--- src/spf_pkg.sv ---
// Package of constants and types for the self-programming flash controller
//
// Overview of operation
// - Programming starts only when the store instruction executes from the boot section.
// - Boot-section store may address any page, boot pages included.
// - Boot size fuses set the boundary between application and boot regions.
// - First lock set protects the application region independently.
// - Second lock set protects the boot region.
// - The two lock sets are held in one register and programmed together by one mask.
// - A fixed boundary splits flash into fetch-while and halt-on regions.
// - Programming the fetch-while region keeps halt-on region reads served.
// - Programming the halt-on region stalls the core for the whole operation.
// - Fetch-while region returns no valid code during any programming.
// - The boot region lies wholly inside the halt-on region for every size.
// - Busy flag reads one while the fetch-while region is blocked.
// - Region stays blocked after programming until software clears the busy flag.
// - Erase and write act on whole pages; fetch is unaffected by pages.
// - Lock bits program by software or external; only chip erase or reset clears them.
// - Reset vector is 0x0000 unless the select fuse is programmed: boot start.
package spf_pkg;
    localparam int          ADDR_W       = 17;
    localparam int          PAGE_W       = 7;
    localparam logic [31:0] OFS_CTRL     = 32'h0000_0000;
    localparam logic [31:0] OFS_STATUS   = 32'h0000_0004;
    localparam logic [31:0] OFS_LOCKS    = 32'h0000_0008;
    localparam logic [31:0] OFS_CMD      = 32'h0000_000C;
    localparam int          CMD_ERASE    = 0;
    localparam int          CMD_WRITE    = 1;
    localparam int          CMD_RWWCLR   = 2;
    localparam int          CMD_LOCKPROG = 3;
    localparam int          ST_BUSY      = 0;
    localparam int          ST_ACTIVE    = 1;
    localparam int          ST_REFUSED   = 2;
    localparam int          LK_APP_POS   = 0;
    localparam int          LK_BOOT_POS  = 2;
    localparam logic [3:0]  LOCK_RESET   = 4'hF;
    localparam logic [ADDR_W-1:0] RESET_APP_VEC = '0;
    localparam logic [ADDR_W-1:0] HALT_REGION_START = 17'h1C000;
    localparam logic [ADDR_W-1:0] BOOT_START_0 = 17'h1F000;
    localparam logic [ADDR_W-1:0] BOOT_START_1 = 17'h1F800;
    localparam logic [ADDR_W-1:0] BOOT_START_2 = 17'h1FC00;
    localparam logic [ADDR_W-1:0] BOOT_START_3 = 17'h1FE00;
    localparam logic [15:0] PROG_CYCLES  = 16'h0400;
    localparam logic [31:0] BAD_ADDR_DATA = 32'hDEAD_0000;
    typedef enum logic [1:0] {IDLE, PROG, DONE} prog_state_t;
endpackage

--- src/spf_region_map.sv ---
// Address classification for region boundaries and lock checks
`timescale 1ns/1ps
module spf_region_map #(
    parameter int ADDR_W = spf_pkg::ADDR_W
) (
    // Configuration
    input  wire logic [1:0]        bootSize,
    input  wire logic [3:0]        lockBits,
    // Addresses
    input  wire logic [ADDR_W-1:0] execAddr,
    input  wire logic [ADDR_W-1:0] targetAddr,
    // Results
    output logic [ADDR_W-1:0]      bootStart,
    output logic                   execInBoot,
    output logic                   targetInBoot,
    output logic                   targetInFetch,
    output logic                   writeAllowed
);
    always_comb begin
        // Every boot start is above the halt-on boundary
        case (bootSize)
            2'h0:    bootStart = spf_pkg::BOOT_START_0;
            2'h1:    bootStart = spf_pkg::BOOT_START_1;
            2'h2:    bootStart = spf_pkg::BOOT_START_2;
            default: bootStart = spf_pkg::BOOT_START_3;
        endcase
        execInBoot    = execAddr >= bootStart;
        targetInBoot  = targetAddr >= bootStart;
        targetInFetch = targetAddr < spf_pkg::HALT_REGION_START;
        // Lock bit at pos+0 clear means writes are forbidden to that region
        if (targetInBoot) begin
            writeAllowed = lockBits[spf_pkg::LK_BOOT_POS];
        end else begin
            writeAllowed = lockBits[spf_pkg::LK_APP_POS];
        end
    end
endmodule

--- src/self_program_flash_control.sv ---
// Top of the self-programming flash controller with Avalon-MM register slave
//
// Local design decisions: the placing of the registers and the Avalon-MM slave port.
`timescale 1ns/1ps
module self_program_flash_control #(
    parameter int          ADDR_W      = spf_pkg::ADDR_W,
    parameter logic [15:0] PROG_CYCLES = spf_pkg::PROG_CYCLES
) (
    // Clock and reset
    input  wire logic              clk,
    input  wire logic              rst_b,
    // Avalon-MM slave
    input  wire logic [3:0]        address,
    input  wire logic              read,
    input  wire logic              write,
    input  wire logic [31:0]       writedata,
    output logic [31:0]            readdata,
    output logic                   waitrequest,
    // Core side
    input  wire logic [ADDR_W-1:0] execAddr,
    input  wire logic [ADDR_W-1:0] fetchAddr,
    input  wire logic [1:0]        bootSize,
    input  wire logic              resetVecFuse_b,
    input  wire logic              chipErase,
    input  wire logic              extLockWrite,
    input  wire logic [3:0]        extLockData,
    output logic                   coreStall,
    output logic                   fetchValid,
    output logic [ADDR_W-1:0]      resetVector,
    // Flash array side
    output logic                   flashErase,
    output logic                   flashWrite,
    output logic [ADDR_W-1:0]      flashPageAddr,
    input  wire logic              flashDone
);
    typedef struct packed {
        spf_pkg::prog_state_t st;
        logic [ADDR_W-1:0]    target;
        logic                 isErase;
        logic                 haltMode;
        logic                 busy;
        logic                 refused;
        logic [3:0]           locks;
        logic [15:0]          cnt;
        logic [31:0]          rdata;
        logic                 ack;
        logic                 wreq;
        logic                 stall;
        logic                 fValid;
        logic [ADDR_W-1:0]    rvec;
        logic                 fErase;
        logic                 fWrite;
    } state_t;

    state_t s_r;
    state_t s_nxt;
    logic   rstMeta_r;
    logic   rstSync_r;

    // Reset release synchroniser
    always_ff @(posedge clk or negedge rst_b) begin
        if (!rst_b) begin
            rstMeta_r <= 1'b0;
            rstSync_r <= 1'b0;
        end else begin
            rstMeta_r <= 1'b1;
            rstSync_r <= rstMeta_r;
        end
    end

    logic [ADDR_W-1:0] bootStart;
    logic              execInBoot;
    logic              targetInBoot;
    logic              targetInFetch;
    logic              writeAllowed;
    logic [ADDR_W-1:0] cmdAddr;
    logic [ADDR_W-1:0] pageMask;

    assign pageMask = ~(ADDR_W'((1 << spf_pkg::PAGE_W) - 1));
    // Page alignment: low bits ignored, whole page erased or written
    assign cmdAddr = writedata[ADDR_W-1:0] & pageMask;

    spf_region_map #(
        .ADDR_W(ADDR_W)
    ) u_map (
        .bootSize     (bootSize),
        .lockBits     (s_r.locks),
        .execAddr     (execAddr),
        .targetAddr   (s_r.st == spf_pkg::IDLE ? cmdAddr : s_r.target),
        .bootStart    (bootStart),
        .execInBoot   (execInBoot),
        .targetInBoot (targetInBoot),
        .targetInFetch(targetInFetch),
        .writeAllowed (writeAllowed)
    );

    logic wrAcc;
    logic rdAcc;
    logic [31:0] byteAddr;
    logic fetchInFetch;

    assign wrAcc = write && !s_r.ack;
    assign rdAcc = read && !write && !s_r.ack;
    assign byteAddr = {28'h0000000, address};
    assign fetchInFetch = fetchAddr < spf_pkg::HALT_REGION_START;

    always_comb begin
        s_nxt = s_r;
        s_nxt.ack = 1'b0;
        s_nxt.fErase = 1'b0;
        s_nxt.fWrite = 1'b0;
        s_nxt.rvec = resetVecFuse_b ? spf_pkg::RESET_APP_VEC : bootStart;

        // External programming may clear lock bits only through chip erase
        if (chipErase) begin
            s_nxt.locks = spf_pkg::LOCK_RESET;
        end else if (extLockWrite) begin
            s_nxt.locks = s_r.locks & extLockData;
        end

        case (s_r.st)
            spf_pkg::IDLE: begin
                if (wrAcc && byteAddr == spf_pkg::OFS_CMD) begin
                    s_nxt.refused = 1'b0;
                    if (!execInBoot) begin
                        s_nxt.refused = 1'b1;
                    end else if (writedata[spf_pkg::CMD_LOCKPROG]) begin
                        // Software only programs bits, never erases them
                        // Built on the next value so a same-cycle external program is kept
                        s_nxt.locks = s_nxt.locks & writedata[11:8];
                    end else if (writedata[spf_pkg::CMD_RWWCLR]) begin
                        s_nxt.busy = 1'b0;
                    end else if (writedata[spf_pkg::CMD_ERASE] ||
                                 writedata[spf_pkg::CMD_WRITE]) begin
                        // Whole-flash target range, boot pages included
                        if (!writeAllowed) begin
                            s_nxt.refused = 1'b1;
                        end else begin
                            s_nxt.st = spf_pkg::PROG;
                            s_nxt.target = cmdAddr;
                            s_nxt.isErase = writedata[spf_pkg::CMD_ERASE];
                            s_nxt.haltMode = !targetInFetch;
                            s_nxt.busy = 1'b1;
                            s_nxt.cnt = PROG_CYCLES;
                            s_nxt.fErase = writedata[spf_pkg::CMD_ERASE];
                            s_nxt.fWrite = !writedata[spf_pkg::CMD_ERASE];
                        end
                    end
                end
            end
            spf_pkg::PROG: begin
                if (s_r.cnt != 16'h0000) begin
                    s_nxt.cnt = s_r.cnt - 16'h0001;
                end
                // Either array done or timeout fallback ends the operation
                if (flashDone || s_r.cnt == 16'h0000) begin
                    s_nxt.st = spf_pkg::DONE;
                end
            end
            spf_pkg::DONE: begin
                // Busy remains set until software clears it
                s_nxt.st = spf_pkg::IDLE;
                s_nxt.haltMode = 1'b0;
            end
            default: s_nxt.st = spf_pkg::IDLE;
        endcase

        // Halt-on target stalls core for the whole operation
        s_nxt.stall = (s_nxt.st == spf_pkg::PROG) && s_nxt.haltMode;
        // Fetch-while region blocked whenever busy; halt-on region served unless stalled
        if (fetchInFetch) begin
            s_nxt.fValid = !(s_nxt.busy || s_nxt.st == spf_pkg::PROG);
        end else begin
            s_nxt.fValid = !s_nxt.stall;
        end

        if ((wrAcc || rdAcc)) begin
            s_nxt.ack = 1'b1;
        end
        // Registered copy so the bus answer leaves straight from a flip-flop
        s_nxt.wreq = !s_nxt.ack;
        if (rdAcc) begin
            case (byteAddr)
                spf_pkg::OFS_CTRL:   s_nxt.rdata = {14'h0000, bootSize, 16'h0000};
                spf_pkg::OFS_STATUS: s_nxt.rdata = {29'h00000000, s_r.refused,
                                        s_r.st != spf_pkg::IDLE, s_r.busy};
                spf_pkg::OFS_LOCKS:  s_nxt.rdata = {28'h0000000, s_r.locks};
                spf_pkg::OFS_CMD:    s_nxt.rdata = {15'h0000, s_r.target};
                default:             s_nxt.rdata = spf_pkg::BAD_ADDR_DATA;
            endcase
        end
    end

    always_ff @(posedge clk or negedge rstSync_r) begin
        if (!rstSync_r) begin
            s_r <= '{st: spf_pkg::IDLE, locks: spf_pkg::LOCK_RESET, wreq: 1'b1,
                     rvec: spf_pkg::RESET_APP_VEC, default: '0};
        end else begin
            s_r <= s_nxt;
        end
    end

    assign readdata      = s_r.rdata;
    assign waitrequest   = s_r.wreq;
    assign coreStall     = s_r.stall;
    assign fetchValid    = s_r.fValid;
    assign resetVector   = s_r.rvec;
    assign flashErase    = s_r.fErase;
    assign flashWrite    = s_r.fWrite;
    assign flashPageAddr = s_r.target;
endmodule

--- config.mk ---
export PLATFORM = sky130hd
export DESIGN_NAME = self_program_flash_control
export DESIGN_NICKNAME = d
export VERILOG_FILES = /design/src/spf_pkg.sv /design/src/spf_region_map.sv /design/src/self_program_flash_control.sv
export SDC_FILE = /design/constraint.sdc
export NUM_CORES = 1
export LEC_CHECK = 0
export ABC_CLOCK_PERIOD_IN_PS = 2320
export BUFFER_PORTS_ARGS = -buffer_cell sky130_fd_sc_hd__buf_2
export CORE_ASPECT_RATIO = 1.5
export CORE_MARGIN = 3
export CORE_UTILIZATION = 35
export DETAILED_ROUTE_END_ITERATION = 7
export GPL_TIMING_DRIVEN = 0
export SYNTH_ARGS = -nofsm -noshare
export SYNTH_HDL_FRONTEND = slang
export SYNTH_HIERARCHICAL = 1
export SYNTH_SLANG_ARGS = --single-unit
--- constraint.sdc ---
create_clock -name clk -period 2.32 [get_ports clk]
set_input_delay 0.348 -clock clk [delete_from_list [all_inputs] [get_ports clk]]
set_output_delay 0.348 -clock clk [all_outputs]
set_load 0.03 [all_outputs]
## After elaboration in Yosys (flattened, before gate mapping)

Index checks and enable logic that the tools add are counted.

| storage, ports and cells | value |
|---|---|
| flip-flop bits (word level) | 93 |
| input bits | 84 |

| cells by class | value |
|---|---|
| eq/ne operators | 15 |
| mux-type cells | 38 |
| $add $sub $neg | 1 |
| reductions and logical operators | 26 |
| bitwise gates (word level) | 4 |
| order comparisons | 4 |

Operators by type and width:

| kind | number |
|---|---|
| $pmux W32 S4 | 1 |
| $mux W16 | 5 |
| $mux W23 | 2 |
| $mux W22 | 2 |
| $mux W43 | 1 |
| $pmux W12 S3 | 1 |
| $ge A17 B17 Y1 | 2 |
| $lt A17 B17 Y1 const B | 2 |
| $mux W17 | 2 |
| $logic_not A32 Y1 | 1 |
| $pmux W16 S2 | 1 |
| $mux W21 | 1 |
| $mux W20 | 1 |
| $logic_not A16 Y1 | 1 |
| $mux W2 | 8 |
| $reduce_bool A16 Y1 | 1 |
| $sub A16 B1 Y16 const B | 1 |
| $mux W4 | 3 |
| $ne A2 B2 Y1 const B | 5 |
| $and A4 B4 Y4 | 2 |
| $eq A4 B4 Y1 const B | 2 |
| $reduce_and A8 Y1 | 1 |
| $logic_not A1 Y1 | 7 |
| $mux W1 | 7 |
| other kinds (14) | 28 |

## Depth between registers and ports, before layout

Gate-level depths: netlist (run 1).

| logic depth | value |
|---|---|
| word-level depth | 15 |
| gate-level depth with buffers | 15 |

## By module

The synthesis (run 1) kept the hierarchy.

By module, submodules not included:

| module | sequential area each (µm²) | cells an instance | area each (µm²) | times used |
|---|---|---|---|---|
| self_program_flash_control | 1,908.1 | 342 | 3,761.1 | 1 |
| spf_region_map | 0.0 | 48 | 371.6 | 1 |

## Worst setup path before layout (run 1)

No wires, ideal clock.

| timing path | value |
|---|---|
| kind | reg-to-reg |
| start | reg s_r[97] in the netlist's numbering |
| end | reg s_r (netlist bit flashPageAddr[12]) |
| library setup time | 125 ps |
| path slack | -1,389 ps |
| required time | 2,195 ps |
| data arrival time | 3,584 ps |
| stages on the path, launching flop included | 14 |
| buffers on the path | 2 |
| period minus slack after synthesis | 3,709 ps |
| cell sequence | dfrtp_1 > nor2_1 > clkbuf_1 > mux2_2 > ha_1 > nor4b_2 > nand3_1 > a311oi_2 > mux2_1 > or3b_2 > nor2_1 > and2_1 > buf_4 > mux2_2 |

| on the way | value |
|---|---|
| word-level cells in the longest chain between the ends | 5 |

RTL lines:

| element | line | source |
|---|---|---|
| from (decl) | self_program_flash_control.sv:55 | `state_t s_r;` |
| from (signal assigned) | self_program_flash_control.sv:196 | `s_r <= '{st: spf_pkg::IDLE, locks: spf_pkg::LOCK_RESET, wreq: 1'b1,` |
| from (signal assigned) | self_program_flash_control.sv:199 | `s_r <= s_nxt;` |
| $logic_not A2 Y1 | self_program_flash_control.sv:89 | `.targetAddr (s_r.st == spf_pkg::IDLE ? cmdAddr : s_r.target),` |
| $mux W17 | self_program_flash_control.sv:89 |  |
| $ge A17 B17 Y1 | spf_region_map.sv:28 | `targetInBoot = targetAddr >= bootStart;` |
| net targetInBoot | self_program_flash_control.sv:73 | `logic targetInBoot;` |
| $mux W1 | spf_region_map.sv:31 | `if (targetInBoot) begin` |
| net writeAllowed | self_program_flash_control.sv:75 | `logic writeAllowed;` |
| $reduce_and A7 Y1 (no source line) | n/a |  |

The timed path passes the listed nets, and every way through them passes these cells.
A chain may end at the register's enable or synchronous reset.

## Worst setup path in the final report (run 1)

| timing path | value |
|---|---|
| start | reg s_r[97] in the netlist's numbering |
| end | reg s_r (netlist bit flashPageAddr[7]) |

Same word-level chain as after synthesis.

==> results of run 1 <==
## what timing repair did
item                                    CTS  global route
hold endpoints to repair                  2             0
resized for setup                        23             3
hold buffers                              1             0
pin swaps                                10             1
endpoints found under the setup margin   34            34
buffers inserted                         11             2
## cells in the mapped netlist (2+ instances only)
cell       n
buf_4     81
dfrtp_1   71
nor2_1    32
nor2b_1   21
mux2_2    20
a21oi_1   12
inv_1     12
nand2_1   11
nand3_1   10
a22o_1     9
o21ai_0    9
ha_1       7
nand2b_1   6
clkbuf_1   5
dfstp_2    5
nor4_1     5
and2_1     4
conb_1     4
nand3b_1   4
nor3_1     4
nor4_2     4
xnor2_1    4
xor2_1     4
a22oi_1    3
a32o_1     3
nand4_1    3
nor3b_1    2
nor4b_2    2
o31ai_1    2
or3_1      2
or3b_2     2
## layer usage
metal	routed length, um	global-route usage, %	part of all wire, %
met4	211	7.15	2.2
met2	5210	27.1	54
met3	506	2.77	5.2
met1	3720	17.5	39
met5	0	0	0
## per-stage QoR
stage	std cells	hold slack [ns]	setup WS [ns]
finish	713	0.210	-0.959
global route	713	0.230	-1.10
CTS	709	0.199	-0.972
detailed placement	681	0.134	-1.28
global placement	680	0.133	-1.30
floorplan	422	0.0524	-0.877
## kinds of logic (layout without fill, tap and decap cells)
kind of cell / after synthesis / count (layout) / synth area share (%)
AND/OR/NAND/NOR: 123 / 123 / 18.3
buffers and inverters: 100 / 239 / 16.7
flip-flops: 76 / 76 / 46.2
AO/OA/AOI/OAI: 50 / 50 / 8.75
multiplexers: 22 / 22 / 5.96
XOR/XNOR: 8 / 8 / 1.70
adder cells (fa/ha/maj): 7 / 7 / 2.12
other: 4 / 38 / 0.363
## registers in the layout, summed over array words and instances, names as in the netlist, 10 cells and up
| name | flops |
|---|---|
| resetVector | 17 |
| readdata | 16 |
| s_r | 26 |
| flashPageAddr | 10 |
## worst register-to-register path: cells and delay by family, from the launching register on
kind / cells / cell delay [ns]
AND/OR/NAND/NOR: 6 / 1.10
AO/OA/AOI/OAI: 1 / 0.26
buffers and inverters: 2 / 0.27
flip-flops: 1 / 0.43
adder cells (fa/ha/maj): 1 / 0.27
multiplexers: 3 / 0.84
## placed cells by master (no fill, tap or decap), drive strengths merged, types with 3 or more instances in the layout
| master | instances |
|---|---|
| buf | 206 |
| dfrtp | 71 |
| conb | 36 |
| nor2 | 32 |
| nor2b | 21 |
| mux2 | 21 |
| inv | 13 |
| clkbuf | 13 |
| a21oi | 12 |
| nand2 | 12 |
| nand3 | 10 |
| nor4 | 10 |
| a22o | 9 |
| o21ai | 9 |
| ha | 7 |
| nand2b | 6 |
| dfstp | 5 |
| nand3b | 4 |
| xnor2 | 4 |
| xor2 | 4 |
| and2 | 4 |
| nor3 | 4 |
| nor4b | 4 |
| nand4 | 3 |
| a22oi | 3 |
| bufinv | 3 |
| a32o | 3 |
## area by class of cell
cell class / count / area, um2 / area share, %
Sequential cell: 76 / 1910 / 33.7
Buffer: 88 / 677 / 11.9
Timing Repair Buffer: 123 / 684 / 12.0
Inverter: 12 / 45.0 / 0.793
Antenna cell: 2 / 5.00 / 0.0881
Clock buffer: 9 / 225 / 3.96
Clock inverter: 7 / 123 / 2.16
Multi-Input combinational cell: 246 / 1820 / 32.1
Tap cell: 150 / 188 / 3.30
## worst min-delay path by stage
stage	start	to	slack [ns]
6_report	writedata[0]	flashWrite	0.21
5_1_grt	writedata[0]	flashWrite	0.23
4_1_cts	writedata[0]	flashWrite	0.20
3_5_place_dp	rst_b	rstMeta_r	0.13
3_3_place_gp	rst_b	rstMeta_r	0.13
2_1_floorplan	rst_b	rstMeta_r	0.05
## power by group through the flow
stage,logic (mW),clock network [mW],registers (mW)
global placement,0.488,0,1.45
detailed placement,0.512,0,1.44
CTS,0.526,1.66,1.41
finish,0.524,1.61,1.41
floorplan,0.358,0,1.44
global route,0.567,1.72,1.42
==> results.tsv, run 1 <==
stage	metric	value	unit
synth	synth_async_sr_flop_share	100	%
power	total_leakage_power	2.86	nW
global_routing	grt_util_all_layers	15.4	%
sta	min_period_over_period	141	%
floorplan	rows	48	
synth	synth.avg_cell_area	10.6	um2
setup_path	worst-r2r-cell-count	13	
sta	max-slew-margin-rel	52.3	%
setup_path	critical_path_class	reg2reg	
power	power.share.sequential	39.8	%
synth	post_synth_num_cell_types	58	
sta	finalSetupViolCount	34	
status	status	finished with violations	
setup_path	crit_path_start_kind	register	
routing	first_iter_violations	62	
routing	route.detailed.vias_per_inst	4.48	
routing	antenna_left	0	
setup_path	worst-path-stages	13	
clocking	cts.path.max_buffers	2	
setup_path	path_common_cell	mux2_4	
setup_path	cp_num_buf_inv	2	
setup_path	cell_family_with_most_cp_delay	simple AND/OR/NAND/NOR gates	
setup_path	setup.worst_path.start	s_r[97]	
clocking	cts-buffers-inserted	9	
sta	final_max_slew_viol_count	0	
sta	tightestPinTransition	0.713	ns
power	switch_pwr	0.889	mW
power	peakVddDrop	0.374	mV
global_routing	grt_pass1_wl	15700	um
flow_run	max_cap_viol_count	0	
final_layout	flow.area_growth_from_synthesis	37.5	%
synth	syn_area	4130	um2
global_routing	antenna_found_initial	2	
synth	ys_top_cells_by_area	dfrtp_1 (43%), buf_4 (15%), mux2_2 (5.4%)	
routing	drt_wl_total	9650	um
clocking	cts_root_buffer	clkbuf_16	
sta	hold_viol	0	
final_layout	fillers	1127	
power	switching_share	25.1	%
floorplan	chipWidth	94.7	um
setup_path	crit_path_end	flashPageAddr[7]	
status	failing_checks	negative setup slack	
routing	dr.pass1.iters	4	
floorplan	die_area	13200	um2
clocking	worstSkewPairLatency	0.34	ns
floorplan	top_level_ports	155	
clocking	tritoncts_clock_tree	yes	
sta	fin_setup_tns	-28.26	ns
floorplan	fp.coreArea	11500	um2
floorplan	initial_utilization	35.8	%
routing	route.detailed.drc	0	
global_routing	grt_max_degree	42	
place	detailed_place.area	5100	um2
setup_path	arrival	3.50	ns
place	place_congestion	0.770	
place	number_of_buffers_added_on_ports	108	
synth	synth_top_area_share	43.0	%
setup_path	end_kind	register	
power	pwr_density_cell	624	nW/um2
synth	yosys_register_bits	76	
routing	via_total_after_detailed_routing	3192	
sta	timing.final.crit_period	3.28	ns
setup_path	regToRegStartpoint	s_r[97]	
clocking	clock_transition_at_the_registers_of_the_reported_paths	0.06	ns
setup_path	critical_path.cell_chain	nor2_4, buf_8, mux2_4, ha_4, nor4b_4, nand3_1, a311oi_2, mux2_4, or3b_4, nor2_4, and2_4, buf_12, mux2_4	
synth	synth_top_flop_cell	dfrtp_1	
synth	yosysWarningCount	6	
final_layout	post_route_cells_drive_above_1_share	49.9	%
power	design_power_total	3.55	mW
clocking	htreeDepth	3	
sta	rsz_0062_raised_after_global_routing	true	
place	dp_hpwl	7380	um
final_layout	num-nets-final	647	
final_layout	design_area	5680	um2
synth	synth_edf_count	0	
final_layout	postLayoutCoreUtil	49.3	%
clocking	clock-sinks	76	
worst_hold_path	worst_hold_path_type	in2reg	
setup_path	worst_r2r_end	flashPageAddr[7]	
setup_path	worst_path_largest_cell_delay	0.43	ns
setup_path	worst_path_max_delay_cell	dfrtp_2	
global_routing	overflow	0	
routing	wl_per_instance	13.5	um
sta	timing.fmax	305	MHz
power	power_report.internal_total	2.66	mW
worst_hold_path	whs_path_depth	2	
synth	post_synthesis_cell_type_with_the_largest_combined_area	dfrtp_1	
setup_path	ff2ff_setup_slack	-0.96	ns
setup_path	cp_max_fo	10	
power	share_of_power_burned_in_combinational_logic	14.8	%
power	power.share.clock	45.5	%
sta	timing.clock.skew	0.00677	ns
global_routing	grt_pass1_vias	3204	
sta	final_critical_path_setup_slack	-0.959	ns
synth	synth_sequential_area_ratio	46.2	%
setup_path	cp_data_required_time	2.54	ns
synth	postSynthCellCount	390	
floorplan	die_h	139	um
(Power assumes the default switching activity.)
==> inputs of run 2 (changes only) <==
Settings changed: ABC_AREA set to 1.
==> run 2 against run 1 <==
  * The flow still finishes with violations (negative setup slack)
  * Clock skew is 0.0018 ns lower
  * Die area is 8.6% higher
  * Sequential power is essentially flat
  * Power down 0.37%
  * Combinational power rose by 22%
  * Largest power group unchanged
==> results.tsv, run 2 <==
stage	metric	value	unit
status	status	finished with violations	
status	failing_checks	negative setup slack	
place	post-place-ws	-0.345	ns
setup_path	end_kind	register	
flow_run	max_cap_viol_count	0	
routing	drt_wl_total	10600	um
clocking	clock-sinks	76	
setup_path	crit_path_start_kind	register	
routing	route.detailed.vias_per_inst	4.21	
power	pwr_density_cell	584	nW/um2
clocking	tritoncts_clock_tree	yes	
global_routing	grt_max_degree	68	
clocking	cts.path.max_buffers	2	
worst_hold_path	worst_hold_path_type	reg2async	
routing	antenna_left	0	
setup_path	critical_path_class	reg2reg	
sta	max-slew-margin-rel	61.7	%
sta	final_max_slew_viol_count	0	
clocking	clock_transition_at_the_registers_of_the_reported_paths	0.06	ns
clocking	cts_root_buffer	clkbuf_16	
sta	timing.fmax	398	MHz
final_layout	post_route_cells_drive_above_1_share	36.6	%
setup_path	arrival	2.78	ns
clocking	cts-buffers-inserted	9	
place	number_of_buffers_added_on_ports	107	
final_layout	top_register	s_r	
place	dp_hpwl	8190	um
power	total_leakage_power	3.37	nW
sta	fin_hold_ws	0.150	ns
synth	postSynthCellCount	583	
floorplan	chipWidth	98.7	um
synth	yosysWarningCount	6	
floorplan	die_area	14300	um2
routing	first_iter_violations	102	
sta	timing.clock.skew	0.00502	ns
clocking	worstSkewPairLatency	0.33	ns
global_routing	overflow	0	
final_layout	commonest_cells_after_routing_fill_and_taps_aside	nand2_1 (124), buf_2 (108), buf_4 (92)	
sta	finalSetupViolCount	30	
sta	min_period_over_period	108	%
routing	dr.pass1.iters	5	
global_routing	antenna_found_initial	0	
final_layout	flow.area_growth_from_synthesis	34.2	%
clocking	htreeDepth	3	
floorplan	rows	50	
sta	hold_viol	0	
floorplan	fp.coreArea	12500	um2
power	peakVddDrop	0.269	mV
floorplan	initial_utilization	36.0	%
floorplan	top_level_ports	155	
routing	via_total_after_detailed_routing	3862	
routing	wl_per_instance	11.6	um
sta	tightestPinTransition	0.572	ns
place	place_congestion	0.859	
sta	final_critical_path_setup_slack	-0.190	ns
global_routing	grt_util_all_layers	15.1	%
routing	route.detailed.drc	0	
setup_path	cp_max_fo	7	
floorplan	die_h	145	um
final_layout	num-nets-final	848	
sta	rsz_0062_raised_after_global_routing	true	
final_layout	most_common_cell_after_layout_fill_and_taps_aside	nand2_1	
final_layout	number_of_inserted_diodes	0	
global_routing	grt_pass1_vias	3726	
sta	timing.final.crit_period	2.51	ns
power	design_power_total	3.53	mW
final_layout	largest_reg_flops	26	
synth	synth.avg_cell_area	7.73	um2
final_layout	postLayoutCoreUtil	48.4	%
global_routing	grt_pass1_wl	17400	um
sta	fin_setup_tns	-4.59	ns
synth	syn_area	4510	um2
setup_path	cp_data_required_time	2.59	ns
run 2: worst max-delay path: stages (launching register included):
cell and delay (ns):
dfrtp_1 0.40, nor2_4 0.18, buf_8 0.14, nand2_2 0.04
o21ai_1 0.07, inv_1 0.08, ha_4 0.27, nand2_2 0.04
nor2_2 0.09, nand3_1 0.07, nand2_1 0.07, nand3_1 0.08
nand2_2 0.10, nand2_4 0.06, nor2_4 0.15, nand3_4 0.17
nand2_8 0.16, clkbuf_16 0.16, nand2_1 0.05, nand2_1 0.05
run 2: path summary, 6_finish.rpt:
| check | depth (start not counted) | endpoint | from | slack [ns] |
|---|---|---|---|---|
| hold / removal | 0 | resetVector[0] | rstSync_r | 0.15 |
| setup reg to reg | 19 | s_r[68] | s_r[96] | -0.19 |
| hold reg to reg | 0 | resetVector[0] | rstSync_r | 0.15 |
| min in group clk | 2 | flashWrite | writedata[0] | 0.19 |
| max in group asynchronous | 1 | s_r[73] | rstSync_r | 1.57 |
| setup / recovery | 19 | s_r[68] | s_r[96] | -0.19 |
run 2: power by group:
part	total (mW)	leakage, nW	switching, mW	internal (mW)
Combinational	0.641	2.29	0.382	0.259
Clock	1.48	0.149	0.536	0.941
Sequential	1.42	0.932	0.0351	1.38
run 2: layout make-up:
class                   count  area [um2]
clock inverters             6        88.8
repair buffers            124         727
fillers                  1253        6460
flip-flops and latches     76        1910
plain buffers              89         692
inverters                  87         339
clock buffers              10         229
multi-input cells         370        1870
well taps                 156         195
run 2: repair_timing:
item / in CTS / in global routing
endpoints found under the hold margin: 2 / 0
pin swaps: 5 / 19
hold buffers: 1 / 0
endpoints found under the setup margin: 33 / 33
resized for setup: 9 / 32
cloned: 1 / 1
setup buffers: 11 / 2
run 2: layer usage:
layer | track usage [%] | vias up | share of wire [%]
met2 | 28.8 | 88 | 57
li1 | - | 2009 | -
met4 | 5.81 | 0 | 1.8
met3 | 3.13 | 14 | 4.0
met1 | 15.9 | 1751 | 37
met5 | 0 | - | 0
run 2: stage by stage:
| stage | cell area [um2] | instances |
|---|---|---|
| 2_1_floorplan | 4690 | 622 |
| 3_3_place_gp | 5420 | 885 |
| 3_5_place_dp | 5450 | 886 |
| 4_1_cts | 5910 | 915 |
| 5_1_grt | 6050 | 918 |
| 6_report | 6050 | 918 |
==> inputs of run 3 (changes only) <==
Settings changed: PLACE_DENSITY set to 0.69.
==> run 3 against run 2 <==
  * The flow still finishes with violations (negative setup slack)
  * Routed wire length is 0.96% higher
  * Register-to-register slack worse by 0.05 ns
  * Sequential share of layout area hardly changed
  * Highest routed layer unchanged
==> results.tsv, run 3 (synthesis gave the netlist of run 2 again) <==
stage	metric	value	unit
floorplan	fp.coreArea	12500	um2
power	design_power_total	3.63	mW
setup_path	regToRegStartpoint	s_r[97]	
clocking	htreeDepth	3	
sta	hold_viol	0	
setup_path	worst_r2r_end	s_r[63]	
global_routing	overflow	0	
power	pwr_density_cell	598	nW/um2
clocking	worstSkewPairLatency	0.34	ns
clocking	cts-buffers-inserted	9	
status	failing_checks	negative setup slack	
global_routing	grt_util_all_layers	15.3	%
flow_run	max_cap_viol_count	0	
setup_path	critical_path_class	reg2reg	
clocking	tritoncts_clock_tree	yes	
place	post-place-ws	-0.405	ns
final_layout	num-nets-final	847	
routing	wl_per_instance	11.7	um
floorplan	die_area	14300	um2
sta	final_critical_path_setup_slack	-0.244	ns
global_routing	grt_max_degree	52	
power	power.share.sequential	39.2	%
final_layout	fillers	1221	
worst_hold_path	worst_hold_path_type	in2reg	
routing	drt_wl_total	10700	um
sta	rsz_0062_raised_after_global_routing	true	
final_layout	flow.area_growth_from_synthesis	34.4	%
power	power_report.internal_total	2.65	mW
sta	finalSetupViolCount	31	
setup_path	crit_path_end	s_r[63]	
power	share_of_power_burned_in_combinational_logic	17.7	%
place	dp_hpwl	8100	um
setup_path	cp_max_fo	10	
final_layout	top_register	s_r	
final_layout	largest_reg_flops	26	
final_layout	post_route_cells_drive_above_1_share	37.5	%
global_routing	grt_pass1_vias	3685	
power	peakVddDrop	0.341	mV
floorplan	top_level_ports	155	
final_layout	commonest_cells_after_routing_fill_and_taps_aside	nand2_1 (124), buf_2 (108), buf_4 (90)	
sta	timing.clock.skew	0.00834	ns
floorplan	initial_utilization	36.0	%
setup_path	ff2ff_setup_slack	-0.24	ns
power	switching_share	27.0	%
setup_path	setup.worst_path.start	s_r[97]	
routing	route.detailed.vias_per_inst	4.16	
sta	final_max_slew_viol_count	0	
worst_hold_path	timing.hold.worst.start	writedata[0]	
clocking	cts_root_buffer	clkbuf_16	
status	status	finished with violations	
sta	fin_hold_ws	0.191	ns
power	switch_pwr	0.980	mW
clocking	cts.path.max_buffers	2	
setup_path	arrival	2.84	ns
floorplan	die_h	145	um
routing	via_total_after_detailed_routing	3817	
sta	tightestPinTransition	0.600	ns
sta	timing.fmax	390	MHz
sta	timing.final.crit_period	2.56	ns
setup_path	end_kind	register	
floorplan	rows	50	
routing	dr.pass1.iters	4	
routing	antenna_left	0	
final_layout	most_common_cell_after_layout_fill_and_taps_aside	nand2_1	
global_routing	antenna_found_initial	0	
routing	route.detailed.drc	0	
routing	first_iter_violations	87	
clocking	clock-sinks	76	
power	power.share.clock	43.2	%
setup_path	cp_data_required_time	2.60	ns
floorplan	chipWidth	98.7	um
power	total_leakage_power	3.36	nW
setup_path	crit_path_start_kind	register	
place	number_of_buffers_added_on_ports	107	
sta	max-slew-margin-rel	59.8	%
global_routing	grt_pass1_wl	17400	um
place	place_congestion	0.854	
sta	min_period_over_period	110	%
final_layout	postLayoutCoreUtil	48.4	%
setup_path	worst-r2r-cell-count	19	
clocking	clock_transition_at_the_registers_of_the_reported_paths	0.06	ns
## run 3: timing repair
action / CTS / global route
resized for setup: 15 / 26
endpoints found under the hold margin: 2 / 0
pin swaps: 5 / 17
gates cloned: 1 / 1
setup endpoints to repair: 33 / 33
setup buffers: 8 / 4
hold buffers: 1 / 0
## run 3: final cells by class
cell class              instances  area (um2)  share of cell area [%]
clock inverters                 5        82.6                    1.36
diodes                          1        2.50                  0.0413
repair buffers                123         723                    11.9
inverters                      87         334                    5.51
clock buffers                  11         253                    4.17
plain buffers                  89         692                    11.4
multi-input cells             370        1860                    30.8
well taps                     156         195                    3.22
flip-flops and latches         76        1910                    31.6
## run 3: routing by layer
metal  wire length (um)  global-route usage [%]  vias to the layer above  share of wire [%]
met5                  0                       0                        -                  0
met4                348                    7.72                        0                3.2
met2               6040                    28.6                       81                 56
met1               3820                    15.7                     1713                 36
li1                   -                       -                     2001                  -
met3                509                    2.98                       22                4.8
## run 3: power by group through the flow
stage / Combinational [mW] / Clock (mW) / Sequential (mW)
after floorplan: 0.453 / 0 / 1.45
after global placement: 0.600 / 0 / 1.46
after detailed placement: 0.630 / 0 / 1.45
after CTS: 0.634 / 1.59 / 1.42
after global routing: 0.699 / 1.66 / 1.43
final: 0.641 / 1.57 / 1.42
## run 3: critical path: stages, from the launching register on
cell and delay, ns:
dfrtp_2 0.44, nor2_4 0.17, buf_8 0.15, nand2_4 0.04, o21ai_2 0.05, inv_2 0.06, ha_4 0.26, nand2_2 0.06
nor2_2 0.12, nand3_2 0.09, nand2_2 0.08, nand3_2 0.06, nand2_2 0.08, nand2_2 0.07, nor2_4 0.16, nand3_4 0.16
nand2_4 0.17, buf_8 0.15, nand3_2 0.06, nand2_1 0.07
## run 3: metrics by stage
stage               cell area (um2)  std cells   TNS [ns]
floorplan                      4690        622  -0.000137
global placement               5420        885     -68.32
detailed placement             5450        886     -10.26
CTS                            5930        912      -5.77
global route                   6060        917     -11.14
finish                         6060        918      -5.81
## run 3: worst min path at each step
stage	to	slack, ns	cells after the start
floorplan	rstMeta_r	0.05	0
global placement	rstMeta_r	0.13	1
detailed placement	rstMeta_r	0.14	1
CTS	flashWrite	0.18	2
global route	flashWrite	0.19	2
finish	flashWrite	0.19	2
